<file path="src/qrwb_pkg.sv">
// Constants and types shared by the quad word read and wrap burst block
`default_nettype none
package qrwb_pkg;

  localparam int ADDR_W = 24;
  localparam int DATA_W = 8;
  localparam int CNT_W = 5;
  localparam int DMY_W = 4;

  // Command codes
  localparam logic [7:0] OP_WORD_QUAD_READ = 8'hE7;
  localparam logic [7:0] OP_OCTAL_WORD_READ = 8'hE3;
  localparam logic [7:0] OP_QUAD_FAST_READ = 8'hEB;
  localparam logic [7:0] OP_SET_WRAP = 8'h77;
  localparam logic [7:0] OP_BURST_WRAP_PM = 8'h0C;

  // Last index of each phase, counted in clocks
  localparam logic [CNT_W-1:0] CMD_LAST_SPI = 5'h07;
  localparam logic [CNT_W-1:0] CMD_LAST_PM = 5'h01;
  localparam logic [CNT_W-1:0] ADDR_LAST = 5'h05;
  localparam logic [CNT_W-1:0] MODE_LAST = 5'h01;
  localparam logic [CNT_W-1:0] WCFG_LAST = 5'h1F;

  // Dummy clocks after the mode bits, and base of the peripheral mode dummy count after the address
  localparam logic [DMY_W-1:0] DMY_WORD = 4'h2;
  localparam logic [DMY_W-1:0] DMY_OCTAL = 4'h0;
  localparam logic [DMY_W-1:0] DMY_FAST = 4'h4;
  localparam logic [DMY_W-1:0] DMY_PM_BASE = 4'h2;

  // Mode bit code that keeps the opcode skipped
  localparam logic [1:0] SKIP_CODE = 2'h2;

  // Wrap setting positions and values after reset
  localparam int WCFG_DIS_POS = 4;
  localparam int WCFG_LEN_LO = 5;
  localparam logic WRAP_DIS_RST = 1'b1;
  localparam logic [1:0] WRAP_LEN_RST = 2'h0;
  localparam logic [5:0] WRAP_MASK_MAX = 6'h3F;
  localparam logic [1:0] WRAP_LEN_MAX = 2'h3;

  // Synchroniser reset: chip select idle high, clock low
  localparam logic [5:0] SYNC_RST = 6'h20;
  localparam int SYNC_CS_POS = 5;
  localparam int SYNC_CK_POS = 4;

  typedef enum logic [7:0] {
    S_IDLE = 8'h01,
    S_CMD = 8'h02,
    S_ADDR = 8'h04,
    S_MODE = 8'h08,
    S_DUMMY = 8'h10,
    S_DATA = 8'h20,
    S_WCFG = 8'h40,
    S_SKIP = 8'h80
  } qrwb_state_t;

endpackage : qrwb_pkg
`default_nettype wire

</file>
<file path="src/qrwb_smp_if.sv">
// Sampled pin events passed from the synchroniser to the sequencer
`timescale 1ns/10ps
`default_nettype none
interface qrwb_smp_if;
  logic rise;
  logic fall;
  logic cs_act;
  logic cs_start;
  logic [3:0] io;
  modport src (output rise, output fall, output cs_act, output cs_start,
               output io);
  modport dst (input rise, input fall, input cs_act, input cs_start,
               input io);
endinterface : qrwb_smp_if
`default_nettype wire

</file>
<file path="src/qrwb_sync.sv">
// Pin synchroniser and serial clock edge finder
`timescale 1ns/10ps
`default_nettype none
module qrwb_sync
  import qrwb_pkg::*;
(
  input wire logic clk_sys,
  input wire logic rstn,
  input wire logic cs_n_pin,
  input wire logic sclk_pin,
  input wire logic [3:0] io_in,
  qrwb_smp_if.src smp
);
  logic [5:0] s1_q;
  logic [5:0] s2_q;
  logic [5:0] s3_q;

  always_ff @(posedge clk_sys or negedge rstn) begin
    if (!rstn) begin
      s1_q <= SYNC_RST;
      s2_q <= SYNC_RST;
      s3_q <= SYNC_RST;
    end else begin
      s1_q <= {cs_n_pin, sclk_pin, io_in};
      s2_q <= s1_q;
      s3_q <= s2_q;
    end
  end

  assign smp.rise = s2_q[SYNC_CK_POS] & ~s3_q[SYNC_CK_POS];
  assign smp.fall = ~s2_q[SYNC_CK_POS] & s3_q[SYNC_CK_POS];
  assign smp.cs_act = ~s2_q[SYNC_CS_POS];
  assign smp.cs_start = ~s2_q[SYNC_CS_POS] & s3_q[SYNC_CS_POS];
  assign smp.io = s2_q[3:0];
endmodule : qrwb_sync
`default_nettype wire

</file>
<file path="src/qrwb_top.sv">
// Quad word read, octal word read and wrap burst command sequencer
`timescale 1ns/10ps
`default_nettype none
module qrwb_top
  import qrwb_pkg::*;
(
  input wire logic clk_sys,
  input wire logic rstn,
  input wire logic cs_n_pin,
  input wire logic sclk_pin,
  input wire logic [3:0] io_in,
  output logic [3:0] io_out,
  output logic [3:0] io_oe,
  input wire logic quad_io_enable_bit,
  input wire logic quad_peripheral_mode,
  input wire logic [1:0] periph_dummy_code,
  input wire logic [1:0] periph_wrap_code,
  input wire logic soft_reset,
  output logic [qrwb_pkg::ADDR_W-1:0] mem_addr,
  input wire logic [qrwb_pkg::DATA_W-1:0] mem_rdata,
  output logic wrap_disable_bit,
  output logic [1:0] wrap_length_field,
  output logic execute_in_place,
  output logic busy
);
  import qrwb_pkg::*;

  qrwb_smp_if smp ();

  qrwb_sync u_sync (
    .clk_sys(clk_sys),
    .rstn(rstn),
    .cs_n_pin(cs_n_pin),
    .sclk_pin(sclk_pin),
    .io_in(io_in),
    .smp(smp)
  );

  qrwb_state_t state_q;
  logic [CNT_W-1:0] cnt_q;
  logic [7:0] sr_q;
  logic [7:0] op_q;
  logic [ADDR_W-1:0] addr_q;
  logic [DMY_W-1:0] dmy_q;
  logic cont_q;
  logic [7:0] cont_op_q;
  logic [1:0] skip_q;
  logic wrap_dis_q;
  logic [1:0] wrap_len_q;
  logic [ADDR_W-1:0] rd_addr_q;
  logic lo_q;
  logic started_q;
  logic [3:0] io_out_q;
  logic [3:0] io_oe_q;

  logic rx;
  logic [7:0] cmd_byte;
  logic cmd_last;
  logic [DMY_W-1:0] pm_dmy;
  logic [DMY_W-1:0] mode_dmy;
  logic wrap_en;
  logic [1:0] wrap_len;
  logic [ADDR_W-1:0] addr_eff;
  logic [7:0] wcfg_byte;

  // Next state after a complete opcode
  function automatic qrwb_state_t decode_cmd(
    input logic [7:0] code,
    input logic pmode,
    input logic qen
  );
    qrwb_state_t nxt;
    nxt = S_SKIP;
    if (!pmode && qen && (code == OP_WORD_QUAD_READ)) begin
      nxt = S_ADDR;
    end else if (!pmode && qen && (code == OP_OCTAL_WORD_READ)) begin
      nxt = S_ADDR;
    end else if (!pmode && qen && (code == OP_QUAD_FAST_READ)) begin
      nxt = S_ADDR;
    end else if (!pmode && (code == OP_SET_WRAP)) begin
      nxt = S_WCFG;
    end else if (pmode && (code == OP_BURST_WRAP_PM)) begin
      nxt = S_ADDR;
    end
    return nxt;
  endfunction : decode_cmd

  // Next byte address, confined to an aligned section when wrapping
  function automatic logic [ADDR_W-1:0] next_addr(
    input logic [ADDR_W-1:0] a,
    input logic en,
    input logic [1:0] len
  );
    logic [ADDR_W-1:0] mask;
    logic [ADDR_W-1:0] inc;
    mask = {18'h0, WRAP_MASK_MAX >> (WRAP_LEN_MAX - len)};
    inc = a + 24'h1;
    if (en) begin
      return (a & ~mask) | (inc & mask);
    end
    return inc;
  endfunction : next_addr

  assign rx = smp.rise && smp.cs_act && !smp.cs_start;

  // Opcode assembly, serial or four bits per clock
  assign cmd_byte = quad_peripheral_mode ? {sr_q[3:0], smp.io}
                                         : {sr_q[6:0], smp.io[0]};
  assign cmd_last = quad_peripheral_mode ? (cnt_q == CMD_LAST_PM)
                                         : (cnt_q == CMD_LAST_SPI);

  // Peripheral mode dummy count 2, 4, 6 or 8
  assign pm_dmy = {1'b0, periph_dummy_code, 1'b0} + DMY_PM_BASE;

  always_comb begin
    mode_dmy = DMY_FAST;
    if (op_q == OP_WORD_QUAD_READ) begin
      mode_dmy = DMY_WORD;
    end else if (op_q == OP_OCTAL_WORD_READ) begin
      mode_dmy = DMY_OCTAL;
    end
  end

  // Wrap source per opcode
  always_comb begin
    if (op_q == OP_BURST_WRAP_PM) begin
      wrap_en = 1'b1;
      wrap_len = periph_wrap_code;
    end else begin
      wrap_en = !wrap_dis_q;
      wrap_len = wrap_len_q;
    end
  end

  // Start address with forced alignment of word reads
  always_comb begin
    addr_eff = addr_q;
    if (op_q == OP_WORD_QUAD_READ) begin
      addr_eff[0] = 1'b0;
    end else if (op_q == OP_OCTAL_WORD_READ) begin
      addr_eff[3:0] = 4'h0;
    end
  end

  assign wcfg_byte = {sr_q[6:0], smp.io[0]};

  // Command phases
  always_ff @(posedge clk_sys or negedge rstn) begin
    if (!rstn) begin
      state_q <= S_IDLE;
      cnt_q <= '0;
      sr_q <= '0;
      op_q <= '0;
      addr_q <= '0;
      dmy_q <= '0;
    end else if (!smp.cs_act) begin
      state_q <= S_IDLE;
      cnt_q <= '0;
    end else if (smp.cs_start) begin
      cnt_q <= '0;
      if (cont_q) begin
        state_q <= S_ADDR;
        op_q <= cont_op_q;
      end else begin
        state_q <= S_CMD;
      end
    end else if (rx) begin
      case (state_q)
        S_CMD: begin
          sr_q <= cmd_byte;
          cnt_q <= cnt_q + 5'h1;
          if (cmd_last) begin
            op_q <= cmd_byte;
            cnt_q <= '0;
            state_q <= decode_cmd(cmd_byte, quad_peripheral_mode,
                                  quad_io_enable_bit);
          end
        end
        S_ADDR: begin
          addr_q <= {addr_q[ADDR_W-5:0], smp.io};
          cnt_q <= cnt_q + 5'h1;
          if (cnt_q == ADDR_LAST) begin
            cnt_q <= '0;
            if (op_q == OP_BURST_WRAP_PM) begin
              dmy_q <= pm_dmy;
              state_q <= S_DUMMY;
            end else begin
              state_q <= S_MODE;
            end
          end
        end
        S_MODE: begin
          cnt_q <= cnt_q + 5'h1;
          if (cnt_q == MODE_LAST) begin
            cnt_q <= '0;
            dmy_q <= mode_dmy;
            if (mode_dmy == DMY_OCTAL) begin
              state_q <= S_DATA;
            end else begin
              state_q <= S_DUMMY;
            end
          end
        end
        S_DUMMY: begin
          cnt_q <= cnt_q + 5'h1;
          if (cnt_q == {1'b0, dmy_q - 4'h1}) begin
            cnt_q <= '0;
            state_q <= S_DATA;
          end
        end
        S_WCFG: begin
          sr_q <= wcfg_byte;
          cnt_q <= cnt_q + 5'h1;
          if (cnt_q == WCFG_LAST) begin
            state_q <= S_SKIP;
          end
        end
        S_DATA, S_SKIP, S_IDLE: begin
          state_q <= state_q;
        end
        default: begin
          state_q <= S_IDLE;
        end
      endcase
    end
  end

  // Continuous read mode tracking
  always_ff @(posedge clk_sys or negedge rstn) begin
    if (!rstn) begin
      cont_q <= 1'b0;
      cont_op_q <= '0;
      skip_q <= '0;
    end else if (soft_reset) begin
      cont_q <= 1'b0;
    end else if (rx && (state_q == S_MODE)) begin
      if (cnt_q == '0) begin
        skip_q <= smp.io[1:0];
      end else begin
        cont_q <= (skip_q == SKIP_CODE);
        cont_op_q <= op_q;
      end
    end
  end

  // Wrap setting register
  always_ff @(posedge clk_sys or negedge rstn) begin
    if (!rstn) begin
      wrap_dis_q <= WRAP_DIS_RST;
      wrap_len_q <= WRAP_LEN_RST;
    end else if (soft_reset) begin
      wrap_dis_q <= WRAP_DIS_RST;
      wrap_len_q <= WRAP_LEN_RST;
    end else if (rx && (state_q == S_WCFG) && (cnt_q == WCFG_LAST)) begin
      wrap_dis_q <= wcfg_byte[WCFG_DIS_POS];
      wrap_len_q <= wcfg_byte[WCFG_LEN_LO+1:WCFG_LEN_LO];
    end
  end

  // Data output on falling clock edges
  always_ff @(posedge clk_sys or negedge rstn) begin
    if (!rstn) begin
      rd_addr_q <= '0;
      lo_q <= 1'b0;
      started_q <= 1'b0;
      io_out_q <= '0;
      io_oe_q <= '0;
    end else if (!smp.cs_act) begin
      lo_q <= 1'b0;
      started_q <= 1'b0;
      io_oe_q <= '0;
    end else if (state_q != S_DATA) begin
      rd_addr_q <= addr_eff;
      lo_q <= 1'b0;
      started_q <= 1'b0;
    end else if (smp.fall) begin
      started_q <= 1'b1;
      io_oe_q <= 4'hF;
      if (!lo_q) begin
        io_out_q <= mem_rdata[7:4];
        lo_q <= 1'b1;
      end else begin
        io_out_q <= mem_rdata[3:0];
        lo_q <= 1'b0;
        rd_addr_q <= next_addr(rd_addr_q, wrap_en, wrap_len);
      end
    end
  end

  assign io_out = io_out_q;
  assign io_oe = io_oe_q;
  assign mem_addr = rd_addr_q;
  assign wrap_disable_bit = wrap_dis_q;
  assign wrap_length_field = wrap_len_q;
  assign execute_in_place = cont_q;
  assign busy = (state_q != S_IDLE) | started_q;

endmodule : qrwb_top
`default_nettype wire

</file>
<file path="config.mk">
export PLATFORM = sky130hd
export DESIGN_NAME = qrwb_top
export DESIGN_NICKNAME = d
export VERILOG_FILES = /design/src/qrwb_pkg.sv /design/src/qrwb_smp_if.sv /design/src/qrwb_sync.sv /design/src/qrwb_top.sv
export SDC_FILE = /design/constraint.sdc
export NUM_CORES = 1
export LEC_CHECK = 0
export ABC_AREA = 1
export BUFFER_PORTS_ARGS = -buffer_cell sky130_fd_sc_hd__clkbuf_2
export CAP_MARGIN = 0
export CORE_ASPECT_RATIO = 0.75
export CORE_UTILIZATION = 30
export CTS_CLUSTER_SIZE = 12
export DETAILED_ROUTE_END_ITERATION = 10
export PLACE_DENSITY_LB_ADDON = 0.12
export RECOVER_POWER = 25
export SKIP_LAST_GASP = 1
export SYNTH_ARGS = -nofsm -noshare
export SYNTH_HDL_FRONTEND = slang
export SYNTH_SLANG_ARGS = --single-unit
</file>
<file path="constraint.sdc">
create_clock -name clk_sys -period 2.4 [get_ports clk_sys]
set_input_delay 0.6 -clock clk_sys [delete_from_list [all_inputs] [get_ports clk_sys]]
set_output_delay 0.6 -clock clk_sys [all_outputs]
set_load 0.005 [all_outputs]
</file>
Word-level counts from Yosys, hierarchy flattened
Cells that the tools add are included.

storage, ports and cells
  output and inout port bits = 37
  bits of input ports = 23
  word-level logic and storage cells = 190
  flip-flop bits (word level) = 122

cells by class
  reduce and logical (&&, ||, !) cells = 42
  eq/ne operators = 36
  bitwise logic cells = 15
  shift-type cells = 1
  $add $sub $neg = 5
  mux-type cells = 72

operator list
  kind                                                                     count
  8-bit 2-to-1 mux                                                         19
  24-bit 2-to-1 mux                                                        5
  8-bit equality test, second input constant                               6
  8-bit case mux with 6 select lines                                       1
  5-bit 2-to-1 mux                                                         8
  4-bit 2-to-1 mux                                                         9
  5-bit case mux with 5 select lines                                       1
  24-bit by 1-bit adder with 24-bit output, second input constant          1
  24-bit bitwise AND                                                       1
  24-bit by 6-bit bitwise AND with 24-bit output                           1
  8-bit by 4-bit equality test with 1-bit output, second input constant    3
  6-bit inverter with 24-bit output                                        1
  24-bit bitwise OR                                                        1
  1-bit 2-to-1 mux                                                         20
  2-bit nonzero test                                                       10
  8-bit by 7-bit equality test with 1-bit output, second input constant    2
  4-bit by 3-bit inequality test with 1-bit output, second input constant  4
  7-bit case mux with 2 select lines                                       1
  7-bit AND reduction                                                      2
  3-bit AND reduction                                                      4
  1-bit logical AND                                                        11
  5-bit by 3-bit equality test with 1-bit output, second input constant    2
  3-bit 2-to-1 mux                                                         3
  8-bit by 1-bit equality test with 1-bit output, second input constant    1
  other kinds (34)                                                         54

Longest topological paths before layout
  word-level depth = 13
  mapped depth = 12
  depth with buffers taken out = 12

Hierarchy
From an unflattened synthesis, not the netlist that was laid out.

unflattened totals
  cell total of the unflattened synthesis = 810
  area total of the unflattened synthesis = 6487.5 µm²

modules (own cells, without submodules)
  module     cells an instance  sequential area each (µm²)  times used  area an instance (µm²)
  qrwb_top   785                2504.9                      1           6077.1
  qrwb_sync  25                 354.1                       1           410.4

Worst setup path before layout
OpenSTA, ideal clock, no wires.

  path kind = input to register
  start point = input quad_peripheral_mode
  end point = register state_q[7]
  data required time = 2.284 ns
  library setup time = 0.116 ns
  stages = 11
  slack = 0.728 ns
  arrival = 1.555 ns
  path buffers = 1
  cell sequence = buf_2 > o21ai_1 > nand2_1 > nor2_1 > nand3_1 > nand2_1 > nor2_1 > nand2_1 > nand2_1 > nand2_1 > nand2_1

between the ends
  cells in the longest elaborated chain, start to end = 13
  elaborated cells between the ends (all ways) = 26
  those cells by class = eq/ne (6); mux (12); reduce/logical (8)

ends and longest elaborated chain
  item                                            RTL line         text
  start: declaration                              qrwb_top.sv:15   input wire logic quad_peripheral_mode,
  8-bit 2-to-1 mux                                qrwb_top.sv:107  assign cmd_byte = quad_peripheral_mode ? {sr_q[3:0], smp.io}
  8-bit by 4-bit equality test with 1-bit output  qrwb_top.sv:82   end else if (pmode && (code == OP_BURST_WRAP_PM)) begin
  1-bit logical AND                               qrwb_top.sv:82
  8-bit 2-to-1 mux                                qrwb_top.sv:82
  8-bit 2-to-1 mux                                qrwb_top.sv:80   end else if (!pmode && (code == OP_SET_WRAP)) begin
  8-bit 2-to-1 mux                                qrwb_top.sv:78   end else if (!pmode && qen && (code == OP_QUAD_FAST_READ)) begin
  8-bit 2-to-1 mux                                qrwb_top.sv:76   end else if (!pmode && qen && (code == OP_OCTAL_WORD_READ)) begin
  8-bit 2-to-1 mux                                qrwb_top.sv:74   if (!pmode && qen && (code == OP_WORD_QUAD_READ)) begin
  8-bit 2-to-1 mux                                qrwb_top.sv:172  if (cmd_last) begin
  8-bit case mux with 6 select lines              qrwb_top.sv:168  case (state_q)
  8-bit 2-to-1 mux                                qrwb_top.sv:167  end else if (rx) begin
  8-bit 2-to-1 mux                                qrwb_top.sv:159  end else if (smp.cs_start) begin
  8-bit 2-to-1 mux                                qrwb_top.sv:156  end else if (!smp.cs_act) begin
  end signal: assignment                          qrwb_top.sv:175  state_q <= decode_cmd(cmd_byte, quad_peripheral_mode,
  end signal: assignment                          qrwb_top.sv:219  state_q <= state_q;
  end: declaration                                qrwb_top.sv:39   qrwb_state_t state_q;

Several ways; a longest one is shown, not always the timed one. The select of a mux whose other input is x is not followed.
A chain may end at the register's enable or synchronous reset.

Worst setup path after layout
  start point = register state_q[0]
  end point = output busy

between the ends
  cells in the longest elaborated chain, start to end = 2

ends and longest elaborated chain
  item                                              RTL line         text
  8-bit by 1-bit inequality test with 1-bit output  qrwb_top.sv:296  assign busy = (state_q != S_IDLE) | started_q;
  1-bit bitwise OR                                  qrwb_top.sv:296
  end: declaration                                  qrwb_top.sv:24   output logic busy

Every way passes these cells.

==> metrics.yaml <==
pin_count: 60
cts_sinks: 114
antenna_found_initial: 0
ff2ff_path_depth: 10
leakage_nw: 3.686
min_path_type: "in2reg"
synth_area_um2: 6476
maxCapViolCount: 1
clk_latency_ns: 0.42
tritoncts: "built"
vias_per_cell: 4.645
yosysTopAreaCell: "dfrtp_1"
core-area_um2: 21120
fin_crit_sh: 0.8661
holdBufCountCts: 0
clk_pin_slew_worst_paths_ns: 0.06
synth_seq_cells: 114
yosys_most_used_dff: "dfrtp_1"
cp.required_ns: 1.80
ant_nets: 0
synthCells: 835
drt_pass1_iterations: 5
fin_skew_ns: 0.01000
synth_fp_nets: 865
irDropWorstVdd_mv: 0.3738
cp-start-kind: "flop"
row_count: 46
die-width_um: 171.7
layout_common_cells: "nand2_1, dfrtp_1, nor2_1"
regToRegStartpoint: "state_q[7]"
grt_max_degree: 115
hold_start: "cs_n_pin"
path_class: "reg2out"
io_buffers: 59
drt-total-wl_um: 17910
hold_end: "u_sync.s1_q[5]"
max_freq_mhz: 481.1
hold_depth: 1
status: "complete, but fails checks"
place_hpwl_um: 13080
die_h_um: 129.2
cts_root_buffer: "clkbuf_16"
worst-path-max-fanout: 4
yosysSeqAreaShare: 0.4415
cts_buffer_depth: 2
yosysWarnings: 0
routedWlPerCell_um: 14.91
initialDrtViolationCount: 457
layout_commonest_cell: "nand2_1"
grt_usage: 0.1728
final.min_clock_period_ns: 2.079
vias: 5579
whs_ns: 0.2627
tightestPinTransition_ns: 1.647
h-tree-depth: 4
dpl_cell_area_um2: 7062
n_fill_cell: 2234
nets: 930
synthToLayoutAreaGrowth_pct: 18.53
cts_made_buffers: 17
synth_edf_count: 0
cts_setup_buffers: 0
grt_first_pass_wirelength_um: 28990
gpl.final_weighted_congestion: 0.8504
worst_ep_arrival_time_ns: 1.48
power_density_nw_per_um2: 679.3
rsz0062_at_grt: "false"
setup_viol: 0
drive_gt1_frac: 0.1950
synthArstFlopShare: 1.000
regToRegEndpoint: "io_out[3]"
syn_area_per_cell_um2: 7.756
synthTopCellsByArea: "dfrtp_1, nand2_1, nor2_1, inv_1, o21ai_0"
slew_violations: 115
violations: "max-capacitance violations, max-slew violations"
slew-limit-headroom: -0.09814
postCtsResizedCells: 0
grt_overflow: 0
finalHoldViolCount: 0
final_cell_area_um2: 7676
dieArea_um2: 22180
n_antenna_cell: 0
floorplan.initialDensity: 0.3066
grt_pass1_vias: 5190
cp-end-kind: "output port"
r2r_slack_ns: 0.38
setup_tns_ns: 0
ys_types: 47
drc: 0
synth_top_cell_area_share: 0.4212
## final cells by class
class / count / area, µm² / share of cell area
clock inverter: 13 / 183.9 / 0.02396
timing repair buffer: 68 / 377.9 / 0.04923
inverter: 101 / 391.6 / 0.05102
clock buffer: 19 / 442.9 / 0.05770
multi-input combinational: 598 / 3060 / 0.3987
sequential: 114 / 2859 / 0.3725
tap: 288 / 360.3 / 0.04694
## per-layer routing
metal  share of wire  track usage  wire length, µm
met1            0.56       0.2768             9947
met2            0.39       0.2251             6932
met3           0.042      0.02932              761
met4           0.015      0.06092              271
met5               0            0                0
## critical path, stage by stage, from the launching register on
cell and delay [ns]:
dfstp_2 0.54, inv_1 0.07, nor2_1 0.09, nand2_1 0.06
nor2_1 0.12, nand2_1 0.09, clkbuf_2 0.12
## through the flow
stage	setup slack, ns	std cells	util	total power, mW
6_report	0.3213	1201	0.3634	5.214
3_5_place_dp	0.1933	1169	0.3343	2.535
4_1_cts	0.2956	1201	0.3640	5.292
2_1_floorplan	0.7281	835	-	2.355
5_1_grt	0.05887	1201	0.3634	5.438
3_3_place_gp	0.1882	1169	0.3343	2.538
## logic make-up (layout without fill, tap and decap cells)
kind of cell,count (synthesis),after routing,synth area share
XOR/XNOR,8,8,0.01082
multiplexers,9,9,0.01565
AO/OA/AOI/OAI,141,141,0.1354
flip-flops,114,114,0.4415
AND/OR/NAND/NOR,433,433,0.2971
buffers and inverters,123,201,0.08597
adder cells (fa/ha/maj),7,7,0.01352
## synthesized netlist by cell type (all sizes together) (2+ instances only)
library cell and number:
inv 100, dfrtp 109, nor3 13, o211ai 11
ha 7, clkbuf 3, buf 19, dfstp 5
xor2 8, a31oi 2, nand4 12, a22oi 5
a21oi 33, nand3 53, nand2 235, mux2 9
o22ai 6, nor2 114, o21ai 83, or2 3
## flip-flops by register name, indices dropped and copies added (netlist names), 3 cells and up, named ones only
register / count
addr_q: 24
mem_addr: 21
cont_op_q: 8
op_q: 8
state_q: 8
sr_q: 7
u_sync.s1_q: 6
u_sync.s2_q: 6
cnt_q: 5
io_out: 4
dmy_q: 3
## where the power goes
part           internal (mW)  switching [mW]  total [mW]  leakage (nW)
combinational          0.132           0.289       0.421          1.92
clock                   1.76           0.953        2.72         0.299
sequential              2.00          0.0764        2.08          1.46
## worst max path at each step
stage	slack [ns]	to	cells after the start	from
2_1_floorplan	0.73	state_q[7]	11	quad_peripheral_mode
3_3_place_gp	0.19	state_q[7]	12	quad_peripheral_mode
3_5_place_dp	0.19	state_q[7]	12	quad_peripheral_mode
4_1_cts	0.30	busy	6	state_q[0]
5_1_grt	0.06	io_out[3]	10	state_q[7]
6_report	0.32	busy	6	state_q[0]
Power figures use the tool's default switching activity.
